$ cat config.mk
export PLATFORM = sky130hd
export DESIGN_NAME = fbalsm_top
export DESIGN_NICKNAME = d
export VERILOG_FILES = /design/src/verilog/fbalsm_pkg.sv /design/src/verilog/fbalsm_top.sv
export SDC_FILE = /design/constraint.sdc
export NUM_CORES = 1
export LEC_CHECK = 0
export BUFFER_PORTS_ARGS = -buffer_cell sky130_fd_sc_hd__buf_2
export CORE_ASPECT_RATIO = 0.6
export CORE_MARGIN = 4
export CORE_UTILIZATION = 54
export CTS_BUF_LIST = sky130_fd_sc_hd__clkbuf_2
export DETAILED_ROUTE_END_ITERATION = 7
export PLACE_DENSITY_LB_ADDON = 0.12
export SYNTH_ARGS = -nofsm -noshare
export SYNTH_HDL_FRONTEND = slang
export SYNTH_SLANG_ARGS = --single-unit
$ cat constraint.sdc
create_clock -name mclk -period 6.6 [get_ports mclk]
set_input_delay 0.33 -clock mclk [delete_from_list [all_inputs] [get_ports mclk]]
set_output_delay 0.33 -clock mclk [all_outputs]
set_load 0.02 [all_outputs]
$ cat src/verilog/fbalsm_pkg.sv
package fbalsm_pkg;
    // Register offsets in the interface memory
    localparam logic [15:0] STATE_REQUEST_OFS    = 16'h0120;
    localparam logic [15:0] STATE_REPORT_OFS     = 16'h0130;
    localparam logic [15:0] STATE_ERROR_CODE_OFS = 16'h0134;

    // Field positions shared by request and report words
    localparam int STATE_LSB = 0;
    localparam int STATE_MSB = 3;
    localparam int FLAG_BIT  = 4;

    // State encodings, identical in request and report
    localparam logic [3:0] ST_INIT   = 4'h1;
    localparam logic [3:0] ST_PREOP  = 4'h2;
    localparam logic [3:0] ST_BOOT   = 4'h3;
    localparam logic [3:0] ST_SAFEOP = 4'h4;
    localparam logic [3:0] ST_OP     = 4'h8;

    // The only error codes ever produced
    localparam logic [15:0] CODE_NONE     = 16'h0000;
    localparam logic [15:0] CODE_BADTRANS = 16'h0011;
    localparam logic [15:0] CODE_BADSYNC  = 16'h0017;

    // Reset values
    localparam logic [15:0] REPORT_RST = 16'h0001;
    localparam logic [15:0] CODE_RST   = 16'h0000;

    // Sync-manager configuration as presented to the block
    typedef struct packed {
        logic [15:0] startAddr;
        logic [15:0] length;
    } fbalsm_smcfg_s;

    // Answer words written back to the interface memory
    typedef struct packed {
        logic [15:0] report;
        logic [15:0] code;
    } fbalsm_answer_s;
endpackage

$ cat src/verilog/fbalsm_top.sv
// Behaviour
// - Only a rising edge of control bit 4 counts as fault acknowledgement.
// - Current state reported in status bits 3:0 at 0x0130, same encoding.
// - Status bit 4 is zero on accepted change, one on failed change.
// - Error code register at 0x0134 is 16 bits; 0x0000 means no error.
// - Forbidden transitions keep state, set error flag, report code 0x0011.
// - Bad sync-manager setup on init-preop or preop-safeop gives code 0x0017.
// - Only the three defined error codes ever appear.
// - Init: no mailbox, no cyclic traffic, configuration-memory emulation on.
// - Preop: mailbox channel active.
// - Safeop: cyclic actual values sent, synchronisation attempted.
// - Op: setpoints processed, torque enable allowed, synchronised required.
// - Init-preop checks sync managers 0 and 1, then arms sync manager 0 events.
// - Preop-safeop checks sync managers 2 and 3 start address and length.
// - Safeop-op enables the sync manager 2 hardware interrupt.
// - Any exit from op disables the sync manager 2 hardware interrupt.
// - Master writes only control; device writes only status and error code.
// - Every new non-zero request written is answered in both status and error code.
// - Control changes are found by polling, not by interrupt.
module fbalsm_top #(
    parameter logic [15:0] SM_MIN_ADDR = 16'h1000, // Lowest legal buffer start
    parameter logic [15:0] SM_MAX_LEN  = 16'h0200  // Largest legal buffer length
)(
    input  wire logic                    mclk,        // System clock, 250 MHz
    input  wire logic                    srst,        // Synchronous reset, high
    input  wire logic [15:0]             ctrlWord,    // Control register contents
    input  wire fbalsm_pkg::fbalsm_smcfg_s smCfg0,    // Sync manager 0 setup
    input  wire fbalsm_pkg::fbalsm_smcfg_s smCfg1,    // Sync manager 1 setup
    input  wire fbalsm_pkg::fbalsm_smcfg_s smCfg2,    // Sync manager 2 setup
    input  wire fbalsm_pkg::fbalsm_smcfg_s smCfg3,    // Sync manager 3 setup
    input  wire logic                    inSync,      // Drive synchronised to network
    output logic [15:0]                  stateReport, // Status register contents
    output logic [15:0]                  errorCode,   // Error code register contents
    output logic                         answerWe,    // Pulse: status and code written
    output logic                         mailboxEn,   // Mailbox channel active
    output logic                         cyclicInEn,  // Cyclic actual values active
    output logic                         cyclicOutEn, // Cyclic setpoints processed
    output logic                         torqueAllow, // Torque enable permitted
    output logic                         eepromEmuEn, // Config-memory emulation on
    output logic                         sm0EventEn,  // Sync manager 0 events armed
    output logic                         sm2IrqEn,    // Sync manager 2 interrupt on
    output logic                         syncSeek     // Synchronisation attempted
);

    // Elaboration check: a zero length limit would refuse every buffer
    if (SM_MAX_LEN == 16'h0000)
    begin : g_len_check
        $error("SM_MAX_LEN must be non-zero");
    end

    typedef enum logic [2:0] {S_INIT, S_PREOP, S_BOOT, S_SAFEOP, S_OP} fbalsm_state_e;

    // Buffer check: start inside window, non-zero length that fits
    function automatic logic smOk(input fbalsm_pkg::fbalsm_smcfg_s c);
        logic [16:0] endAddr;
        endAddr = {1'b0, c.startAddr} + {1'b0, c.length};
        smOk = (c.startAddr >= SM_MIN_ADDR) && (c.length != 16'h0000)
            && (c.length <= SM_MAX_LEN) && !endAddr[16];
    endfunction

    // Encode a state for the report field
    function automatic logic [3:0] stCode(input fbalsm_state_e s);
        case (s)
            S_INIT:   stCode = fbalsm_pkg::ST_INIT;
            S_PREOP:  stCode = fbalsm_pkg::ST_PREOP;
            S_BOOT:   stCode = fbalsm_pkg::ST_BOOT;
            S_SAFEOP: stCode = fbalsm_pkg::ST_SAFEOP;
            S_OP:     stCode = fbalsm_pkg::ST_OP;
            default:  stCode = fbalsm_pkg::ST_INIT;
        endcase
    endfunction

    fbalsm_state_e state;
    fbalsm_state_e next_state;
    logic [15:0]   ctrlQ1;
    logic [15:0]   ctrlQ2;
    logic [15:0]   ctrlQ3;
    logic          ctrlStable;
    logic [3:0]    lastReq;
    logic          lastAck;
    logic          errFlag;
    logic          next_errFlag;
    logic [15:0]   next_code;
    logic          reqSeen;
    logic          ackRise;
    logic [3:0]    req;
    logic          validReq;

    // Control word crosses in from the master side: two stages first.
    // Bits may settle in different cycles, so a third stage lets the
    // word be acted on only once it has read the same twice in a row.
    always_ff @(posedge mclk)
    begin
        if (srst)
        begin
            ctrlQ1 <= 16'h0000;
            ctrlQ2 <= 16'h0000;
            ctrlQ3 <= 16'h0000;
        end
        else
        begin
            ctrlQ1 <= ctrlWord;
            ctrlQ2 <= ctrlQ1;
            ctrlQ3 <= ctrlQ2;
        end
    end

    // Polled change detection; a held request is answered only once
    always_ff @(posedge mclk)
    begin
        if (srst)
        begin
            lastReq <= 4'h0;
            lastAck <= 1'b0;
        end
        else if (ctrlStable)
        begin
            lastReq <= ctrlQ2[fbalsm_pkg::STATE_MSB:fbalsm_pkg::STATE_LSB];
            lastAck <= ctrlQ2[fbalsm_pkg::FLAG_BIT];
        end
    end

    assign req        = ctrlQ2[fbalsm_pkg::STATE_MSB:fbalsm_pkg::STATE_LSB];
    assign ctrlStable = (ctrlQ2 == ctrlQ3); // Mixed old and new bits never pass
    assign reqSeen    = ctrlStable && (req != lastReq) && (req != 4'h0);
    assign ackRise    = ctrlStable && ctrlQ2[fbalsm_pkg::FLAG_BIT] && !lastAck;
    assign validReq   = (req == fbalsm_pkg::ST_INIT) || (req == fbalsm_pkg::ST_PREOP)
        || (req == fbalsm_pkg::ST_BOOT) || (req == fbalsm_pkg::ST_SAFEOP)
        || (req == fbalsm_pkg::ST_OP);

    // Transition decision; error leaves state unchanged
    always_comb
    begin
        next_state   = state;
        next_errFlag = errFlag;
        next_code    = errorCode;
        if (ackRise)
        begin
            next_errFlag = 1'b0;
            next_code    = fbalsm_pkg::CODE_NONE;
        end
        if (reqSeen)
        begin
            next_errFlag = 1'b0;
            next_code    = fbalsm_pkg::CODE_NONE;
            if (!validReq)
            begin
                next_errFlag = 1'b1;
                next_code    = fbalsm_pkg::CODE_BADTRANS;
            end
            else
            begin
                case (state)
                    S_INIT:
                    begin
                        if (req == fbalsm_pkg::ST_SAFEOP || req == fbalsm_pkg::ST_OP)
                        begin
                            next_errFlag = 1'b1;
                            next_code    = fbalsm_pkg::CODE_BADTRANS;
                        end
                        else if (req == fbalsm_pkg::ST_PREOP)
                        begin
                            if (smOk(smCfg0) && smOk(smCfg1))
                                next_state = S_PREOP;
                            else
                            begin
                                next_errFlag = 1'b1;
                                next_code    = fbalsm_pkg::CODE_BADSYNC;
                            end
                        end
                        else if (req == fbalsm_pkg::ST_BOOT)
                            next_state = S_BOOT;
                    end
                    S_PREOP:
                    begin
                        if (req == fbalsm_pkg::ST_OP || req == fbalsm_pkg::ST_BOOT)
                        begin
                            next_errFlag = 1'b1;
                            next_code    = fbalsm_pkg::CODE_BADTRANS;
                        end
                        else if (req == fbalsm_pkg::ST_SAFEOP)
                        begin
                            if (smOk(smCfg2) && smOk(smCfg3))
                                next_state = S_SAFEOP;
                            else
                            begin
                                next_errFlag = 1'b1;
                                next_code    = fbalsm_pkg::CODE_BADSYNC;
                            end
                        end
                        else if (req == fbalsm_pkg::ST_INIT)
                            next_state = S_INIT;
                    end
                    S_BOOT:
                    begin
                        // Bootstrap leaves only towards init
                        if (req == fbalsm_pkg::ST_INIT)
                            next_state = S_INIT;
                        else if (req != fbalsm_pkg::ST_BOOT)
                        begin
                            next_errFlag = 1'b1;
                            next_code    = fbalsm_pkg::CODE_BADTRANS;
                        end
                    end
                    S_SAFEOP:
                    begin
                        if (req == fbalsm_pkg::ST_BOOT)
                        begin
                            next_errFlag = 1'b1;
                            next_code    = fbalsm_pkg::CODE_BADTRANS;
                        end
                        else if (req == fbalsm_pkg::ST_OP)
                            next_state = S_OP;
                        else if (req == fbalsm_pkg::ST_PREOP)
                            next_state = S_PREOP;
                        else if (req == fbalsm_pkg::ST_INIT)
                            next_state = S_INIT;
                    end
                    S_OP:
                    begin
                        if (req == fbalsm_pkg::ST_BOOT)
                        begin
                            next_errFlag = 1'b1;
                            next_code    = fbalsm_pkg::CODE_BADTRANS;
                        end
                        else if (req == fbalsm_pkg::ST_SAFEOP)
                            next_state = S_SAFEOP;
                        else if (req == fbalsm_pkg::ST_PREOP)
                            next_state = S_PREOP;
                        else if (req == fbalsm_pkg::ST_INIT)
                            next_state = S_INIT;
                    end
                    default:
                        next_state = S_INIT;
                endcase
            end
        end
    end

    // State, error flag and code registers; only this block writes them
    always_ff @(posedge mclk)
    begin
        if (srst)
        begin
            state       <= S_INIT;
            errFlag     <= 1'b0;
            stateReport <= fbalsm_pkg::REPORT_RST;
            errorCode   <= fbalsm_pkg::CODE_RST;
            answerWe    <= 1'b0;
        end
        else
        begin
            state       <= next_state;
            errFlag     <= next_errFlag;
            stateReport <= {11'h000, next_errFlag, stCode(next_state)};
            errorCode   <= next_code;
            answerWe    <= reqSeen || ackRise;
        end
    end

    // Per-state activity enables, registered so outputs come from flops
    always_ff @(posedge mclk)
    begin
        if (srst)
        begin
            mailboxEn   <= 1'b0;
            cyclicInEn  <= 1'b0;
            cyclicOutEn <= 1'b0;
            torqueAllow <= 1'b0;
            eepromEmuEn <= 1'b1;
            sm0EventEn  <= 1'b0;
            syncSeek    <= 1'b0;
        end
        else
        begin
            eepromEmuEn <= (next_state == S_INIT);
            mailboxEn   <= (next_state == S_PREOP) || (next_state == S_SAFEOP)
                || (next_state == S_OP);
            sm0EventEn  <= (next_state == S_PREOP) || (next_state == S_SAFEOP)
                || (next_state == S_OP);
            cyclicInEn  <= (next_state == S_SAFEOP) || (next_state == S_OP);
            syncSeek    <= (next_state == S_SAFEOP) || (next_state == S_OP);
            cyclicOutEn <= (next_state == S_OP);
            // Torque only while actually synchronised
            torqueAllow <= (next_state == S_OP) && inSync;
        end
    end

    // Interrupt enable follows entry to and exit from op only
    always_ff @(posedge mclk)
    begin
        if (srst)
            sm2IrqEn <= 1'b0;
        else if (state == S_SAFEOP && next_state == S_OP)
            sm2IrqEn <= 1'b1;
        else if (state == S_OP && next_state != S_OP)
            sm2IrqEn <= 1'b0;
    end
endmodule

---- After elaboration in Yosys (flattened, before gate mapping) ----
Index checks and enable logic that the tools add are counted.
storage, ports and cells
  flip-flop bits (word level) ............. 96
  output and inout bits ................... 41
  logic and storage cells ................. 137
cells by class
  add/sub/neg operators ................... 4
  magnitude comparators ................... 8
  eq/ne operators ......................... 17
  muxes and demuxes ....................... 45
  reductions and logical operators ........ 46
operator list
  cell                                                                  number
  adder 16 x 16 -> 17 bit                                               4
  greater-or-equal comparator 16 x 13 -> 1 bit (second input constant)  4
  <= comparator 16 x 10 -> 1 bit (second input constant)                4
  nonzero test 16 bit                                                   4
  2-to-1 mux 5 bit                                                      10
  2-to-1 mux 3 bit                                                      15
  2-to-1 mux 16 bit                                                     2
  logical AND 1 bit                                                     21
  case mux 5 bit (4 select lines)                                       1
  == test 16 bit                                                        1
  case mux 4 bit (4 select lines)                                       1
  case mux 3 bit (5 select lines)                                       1
  2-to-1 mux 1 bit                                                      14
  == test 3 x 2 -> 1 bit (second input constant)                        4
  logical OR 1 bit                                                      10
  == test 4 x 2 -> 1 bit (second input constant)                        2
  == test 3 x 1 -> 1 bit (second input constant)                        2
  == test 3 bit (second input constant)                                 2
  zero test 3 bit                                                       2
  zero test 1 bit                                                       5
  == test 4 x 1 -> 1 bit (second input constant)                        1
  == test 4 x 3 -> 1 bit (second input constant)                        1
  == test 4 bit (second input constant)                                 1
  != test 4 x 2 -> 1 bit (second input constant)                        1
  6 further kinds                                                       7

---- Depth between registers and ports, before layout ----
  word-level depth ........................ 15
  mapped depth ............................ 9

---- Worst setup path before layout ----
No wires, ideal clock.
  kind .................................... input -> register
  start ................................... input port smCfg3[1] (netlist name)
  end ..................................... register errorCode[0]
  setup time .............................. 0.125 ns
  arrival ................................. 2.248 ns
  required time ........................... 6.475 ns
  setup slack ............................. 4.227 ns
  cell stages on the path ................. 8
  path through ............................ ha_1 -> a311oi_1 -> o21bai_1 -> a211oi_1 -> o311ai_0 -> or3_1 -> o21a_1 -> o41a_1
between the ends
  longest elaborated chain between the ends .. 11
  elaborated cells between the ends (all ways) .. 14
  classes of those cells .................. add/sub: 1; order compare: 1; mux: 6; reduce/logical: 6
ends and longest elaborated chain
  item                                                                             RTL line           RTL
  from (decl)                                                                      fbalsm_top.sv:30   input wire fbalsm_pkg::fbalsm_smcfg_s smCfg3,
  parallel branches: the longest is 3 deep, another holds adder 16 x 16 -> 17 bit  --
  logical AND 1 bit *                                                              fbalsm_top.sv:58   && (c.length <= SM_MAX_LEN) && !endAddr[16];
  logical AND 1 bit *                                                              fbalsm_top.sv:183  if (smOk(smCfg2) && smOk(smCfg3))
  2-to-1 mux 5 bit *                                                               fbalsm_top.sv:183
  2-to-1 mux 5 bit *                                                               fbalsm_top.sv:181  else if (req == fbalsm_pkg::ST_SAFEOP)
  2-to-1 mux 5 bit *                                                               fbalsm_top.sv:176  if (req == fbalsm_pkg::ST_OP || req == fbalsm_pkg::ST_BOOT)
  case mux 5 bit (4 select lines) *                                                fbalsm_top.sv:153  case (state)
  2-to-1 mux 5 bit *                                                               fbalsm_top.sv:146  if (!validReq)
  2-to-1 mux 16 bit *                                                              fbalsm_top.sv:142  if (reqSeen)
  to (signal assigned)                                                             fbalsm_top.sv:248  errorCode <= fbalsm_pkg::CODE_RST;
  to (signal assigned)                                                             fbalsm_top.sv:256  errorCode <= next_code;
  to (decl)                                                                        fbalsm_top.sv:33   output logic [15:0] errorCode,
Every way passes the cells marked *.
A chain may end at the register's enable or synchronous reset.

---- Worst setup path in the final report ----
  start ................................... register ctrlQ2[1]
  end ..................................... register syncSeek
between the ends
  longest elaborated chain between the ends .. 10
  elaborated cells between the ends (all ways) .. 33
  classes of those cells .................. eq/ne: 9; mux: 14; reduce/logical: 10
ends and longest elaborated chain
  item                                                     RTL line                              RTL
  from (decl)                                              fbalsm_top.sv:76                      logic [15:0] ctrlQ2;
  from (signal assigned)                                   fbalsm_top.sv:103                     ctrlQ2 <= ctrlQ1;
  == test 4 x 1 -> 1 bit                                   --
  2-to-1 mux 3 bit                                         --
  2-to-1 mux 3 bit                                         fbalsm_top.sv:228                     else if (req == fbalsm_pkg::ST_PREOP)
  2-to-1 mux 3 bit, on equally long branches               fbalsm_top.sv:226, fbalsm_top.sv:212
  2-to-1 mux 3 bit, on equally long branches               fbalsm_top.sv:221, fbalsm_top.sv:207
  case mux 3 bit (5 select lines)                          fbalsm_top.sv:153
  2-to-1 mux 3 bit                                         fbalsm_top.sv:146
  2-to-1 mux 3 bit *                                       fbalsm_top.sv:142
  == test 3 x 2 -> 1 bit or == test 3 bit (tied branches)  fbalsm_top.sv:282                     syncSeek <= (next_state == S_SAFEOP) || (next_state == S_OP);
  logical OR 1 bit *                                       fbalsm_top.sv:282
  to (signal assigned)                                     fbalsm_top.sv:282
  to (decl)                                                fbalsm_top.sv:42                      output logic syncSeek
Every way passes the cells marked *; elsewhere a longest branch is shown, timed or not.

==> impl_results.md <==
* Run status: finished clean
* Leakage at 2.66 nW
* Overflow left after global routing at 0
* Root buffer cell: sky130_fd_sc_hd__clkbuf_2
* Start-to-end type of the worst setup path: register to register
* Global-route usage over all layers at around 23%
* Worst hold-check path type: primary input to register
* Antenna violations before repair at 0
* Reg2reg path depth at 7
* Buffers from clock root to sink, at most at 2
* Synth area leader: sky130_fd_sc_hd__dfxtp_1
* X dimension of the die at 127 um
* Number of top-level design ports at 188
* Share of synthesized registers carrying an async set or reset at 0%
* Final nets at 877
* # Max-Cap Violations at 0
* Fraction of the cycle the final worst path needs at 40.9%
* Global-route wire length before repair at roughly 19 mm
* Iter 0 DRT Violations at around 200
* Post-synthesis cell count at around 500
* Final setup fails at 0
* Antenna-violating nets left at 0
* Time the worst path needs with I/O delays and setup at between 2 and 3 ns
* Num CTS Buffers at 9
* Total number of placement rows at 25
* Compound-cell area share of the yosys netlist at 12.6%
* Total number of vias at around 4200
* Final max-slew violation count at 0
* Tightest Pin Transition at 0.662 ns
* Worst Min Path Start: ctrlWord[10]
* Distinct cells, synth at 63
* Initial standard-cell utilization of the core at 56.8%
* Area added between synthesis and finish at 22.8%
* Largest fanout of any net on the critical path at 15
* Post-CTS Resized at 0
* Proportion of synthesized chip area in sequential cells at between 30% and 40%
* Synthesis-stage register bit count at 70
* Most frequent cells after synthesis: sky130_fd_sc_hd__dfxtp_1 (70), sky130_fd_sc_hd__ha_1 (60), sky130_fd_sc_hd__nor2b_1 (51)
* Maximum vdd ir drop at approximately 0.00017 V
* Height of the die at a little under 80 um
* Hold WS at 0.0461 ns
* Diode count at 0
* Reg-to-Reg End: syncSeek
* Final wirelength at between 10 and 15 mm
* Hold-fix buffers at CTS at 13
* Worst setup SP type: register
* Port-buffer cells at ~160
* Post-Syn Area per Cell at ~9 um2
* Number of global-route vias before repair at approximately 4000
* Required arrival time at the worst endpoint at about 7 ns
* Slew margin rel. at a little under three fifths
* Clock transition at the registers of the reported paths at approximately 0.21 ns
* Setup slack of the most critical reg-to-reg path at a little under 4 ns
* Fraction of the mapped netlist area in adder cells at around 16%
* Highest clock rate at roughly 370 MHz
* Most frequently used flop master after synthesis: sky130_fd_sc_hd__dfxtp_1
* Yosys Warn Count at 0
* Category of the worst setup path capture point: register
* Share of synthesized area spent on multiplexers at around 2.4%
* Fraction of layout cells with a size suffix above 1 at approximately 30%
* Clock tree sinks at 70
* Post-DR wirelength/cell at 14.8 um
* Final Skew at roughly 0.03 ns
* Sum of negative setup slack at 0 ns
* HPWL reported at the end of detailed placement at between 9 and 10 mm
* Pre-antenna DRT Iters at 4
* Share of the synthesized area in the top cell type at a little over 30%
* Post-synthesis xor/xnor area fraction at under 10%
* Capture endpoint of the worst hold path: ctrlQ1[10]
* DRC violation count after routing at 0
* Simple-gate area share of the yosys netlist at 26.7%
* Pin count of the biggest net entering global routing at 64
* Maximum level of the CTS H-tree at 3
* Unrepaired setup endpoints after global routing: false
* Number of synthesized flops with an enable pin at 0
* Dominant combinational cell family by area after synthesis: simple AND/OR/NAND/NOR gates
* Number of vias per cell after detailed routing at ~5.3
* Total power divided by cell area at 165 mW/mm2
* Syn Std Cell Area at roughly 0.0046 mm2
* CTS tree: built
* Clock latency at the later pin of the worst-skew pair at roughly 0.52 ns
* Hold Path Stages at 2
* Gpl congestion at approximately 0.96
* Die area at around 0.01 mm2
* Final hold violation count at 0
* Most frequent cell after synthesis: sky130_fd_sc_hd__dfxtp_1
* Top cells by area in the synthesized netlist: sky130_fd_sc_hd__dfxtp_1 (31%), sky130_fd_sc_hd__ha_1 (16%), sky130_fd_sc_hd__nor2b_1 (7.0%)
* Startpoint of the worst register-to-register path: ctrlQ2[1]
* Arrival time of the worst setup path at between 3 and 4 ns
* Postcts setup bufs at 0
* Area of the placeable core at approximately 0.008 mm2
## worst max-delay path: stages (launching register included)
cell	delay, ns
sky130_fd_sc_hd__dfxtp_1	0.67
sky130_fd_sc_hd__xor2_1	0.18
sky130_fd_sc_hd__nor4_4	0.32
sky130_fd_sc_hd__nand4_2	0.35
sky130_fd_sc_hd__nor2_1	0.35
sky130_fd_sc_hd__mux2_1	0.37
sky130_fd_sc_hd__o211ai_1	0.27
sky130_fd_sc_hd__mux2i_1	0.12
## metal layers
layer | wire (um) | global-route usage [%]
met5 | 0 | 0
met2 | 5210 | 37.4
met4 | 183 | 5.35
met3 | 872 | 6.48
met1 | 5330 | 29.6
## how the worst max path moves through the flow
stage | from | end | slack [ns] | depth (start not counted)
detailed placement | ctrlQ2[1] | syncSeek | 3.87 | 7
finish | ctrlQ2[1] | syncSeek | 3.90 | 7
CTS | ctrlQ2[1] | syncSeek | 3.89 | 7
global placement | smCfg3[1] | errorCode[0] | 3.97 | 9
floorplan | smCfg3[1] | errorCode[0] | 4.23 | 8
global route | ctrlQ2[2] | syncSeek | 3.68 | 7
## cell usage in the layout, fill, tap and decap left out, types with 9 or more instances in the layout
cell type | Yosys | final
sky130_fd_sc_hd__nor4_1 | 12 | 12
sky130_fd_sc_hd__a21oi_1 | 25 | 25
sky130_fd_sc_hd__clkbuf_2 | 0 | 9
sky130_fd_sc_hd__dlygate4sd3_1 | 0 | 15
sky130_fd_sc_hd__nor2_1 | 28 | 28
sky130_fd_sc_hd__nand2_1 | 25 | 25
sky130_fd_sc_hd__o21ai_0 | 14 | 14
sky130_fd_sc_hd__mux2i_1 | 10 | 10
sky130_fd_sc_hd__conb_1 | 1 | 23
sky130_fd_sc_hd__xor2_1 | 17 | 17
sky130_fd_sc_hd__nor2b_1 | 51 | 51
sky130_fd_sc_hd__nor3_1 | 14 | 14
sky130_fd_sc_hd__ha_1 | 60 | 60
sky130_fd_sc_hd__nand3_1 | 18 | 18
sky130_fd_sc_hd__buf_2 | 4 | 164
sky130_fd_sc_hd__dfxtp_1 | 70 | 70
sky130_fd_sc_hd__nand4_1 | 18 | 18
sky130_fd_sc_hd__or4_1 | 9 | 9
## kinds of logic after synthesis
group                    count (synthesis)
AO/OA/AOI/OAI                           84
adder cells (fa/ha/maj)                 60
multiplexers                            11
other                                    1
XOR/XNOR                                23
AND/OR/NAND/NOR                        204
buffers and inverters                   48
flip-flops                              70
## registers in the layout, indices dropped and copies added, names as in the netlist, 2 cells and up
signal,cells
ctrlQ1,16
ctrlQ2,16
ctrlQ3,16
stateReport,5
lastReq,4
state,3
errorCode,2
## cell type report
class / instances / area [um2]
fillers: 647 / 2440
repair buffers: 180 / 978
flip-flops and latches: 70 / 1400
well taps: 108 / 135
clock buffers: 9 / 45.0
clock inverters: 7 / 97.6
inverters: 4 / 15.0
multi-input cells: 405 / 2960
## through the flow
step | worst slack (ns) | cell area [um2] | instances | utilization (%) | total power, mW
after floorplan | 4.23 | 4670 | 523 | - | 0.578
after global placement | 3.97 | 5340 | 752 | 66.1 | 0.637
after detailed placement | 3.87 | 5340 | 752 | 66.1 | 0.645
after CTS | 3.89 | 5610 | 781 | 69.5 | 0.936
after global routing | 3.68 | 5630 | 783 | 69.8 | 0.981
final | 3.90 | 5630 | 783 | 69.8 | 0.930
## where the power goes
part	switching, mW	total (mW)	internal, mW
Sequential	0.00853	0.444	0.436
Clock	0.158	0.284	0.126
Combinational	0.106	0.201	0.0951
Note: power is estimated with default switching activity, not from simulation.
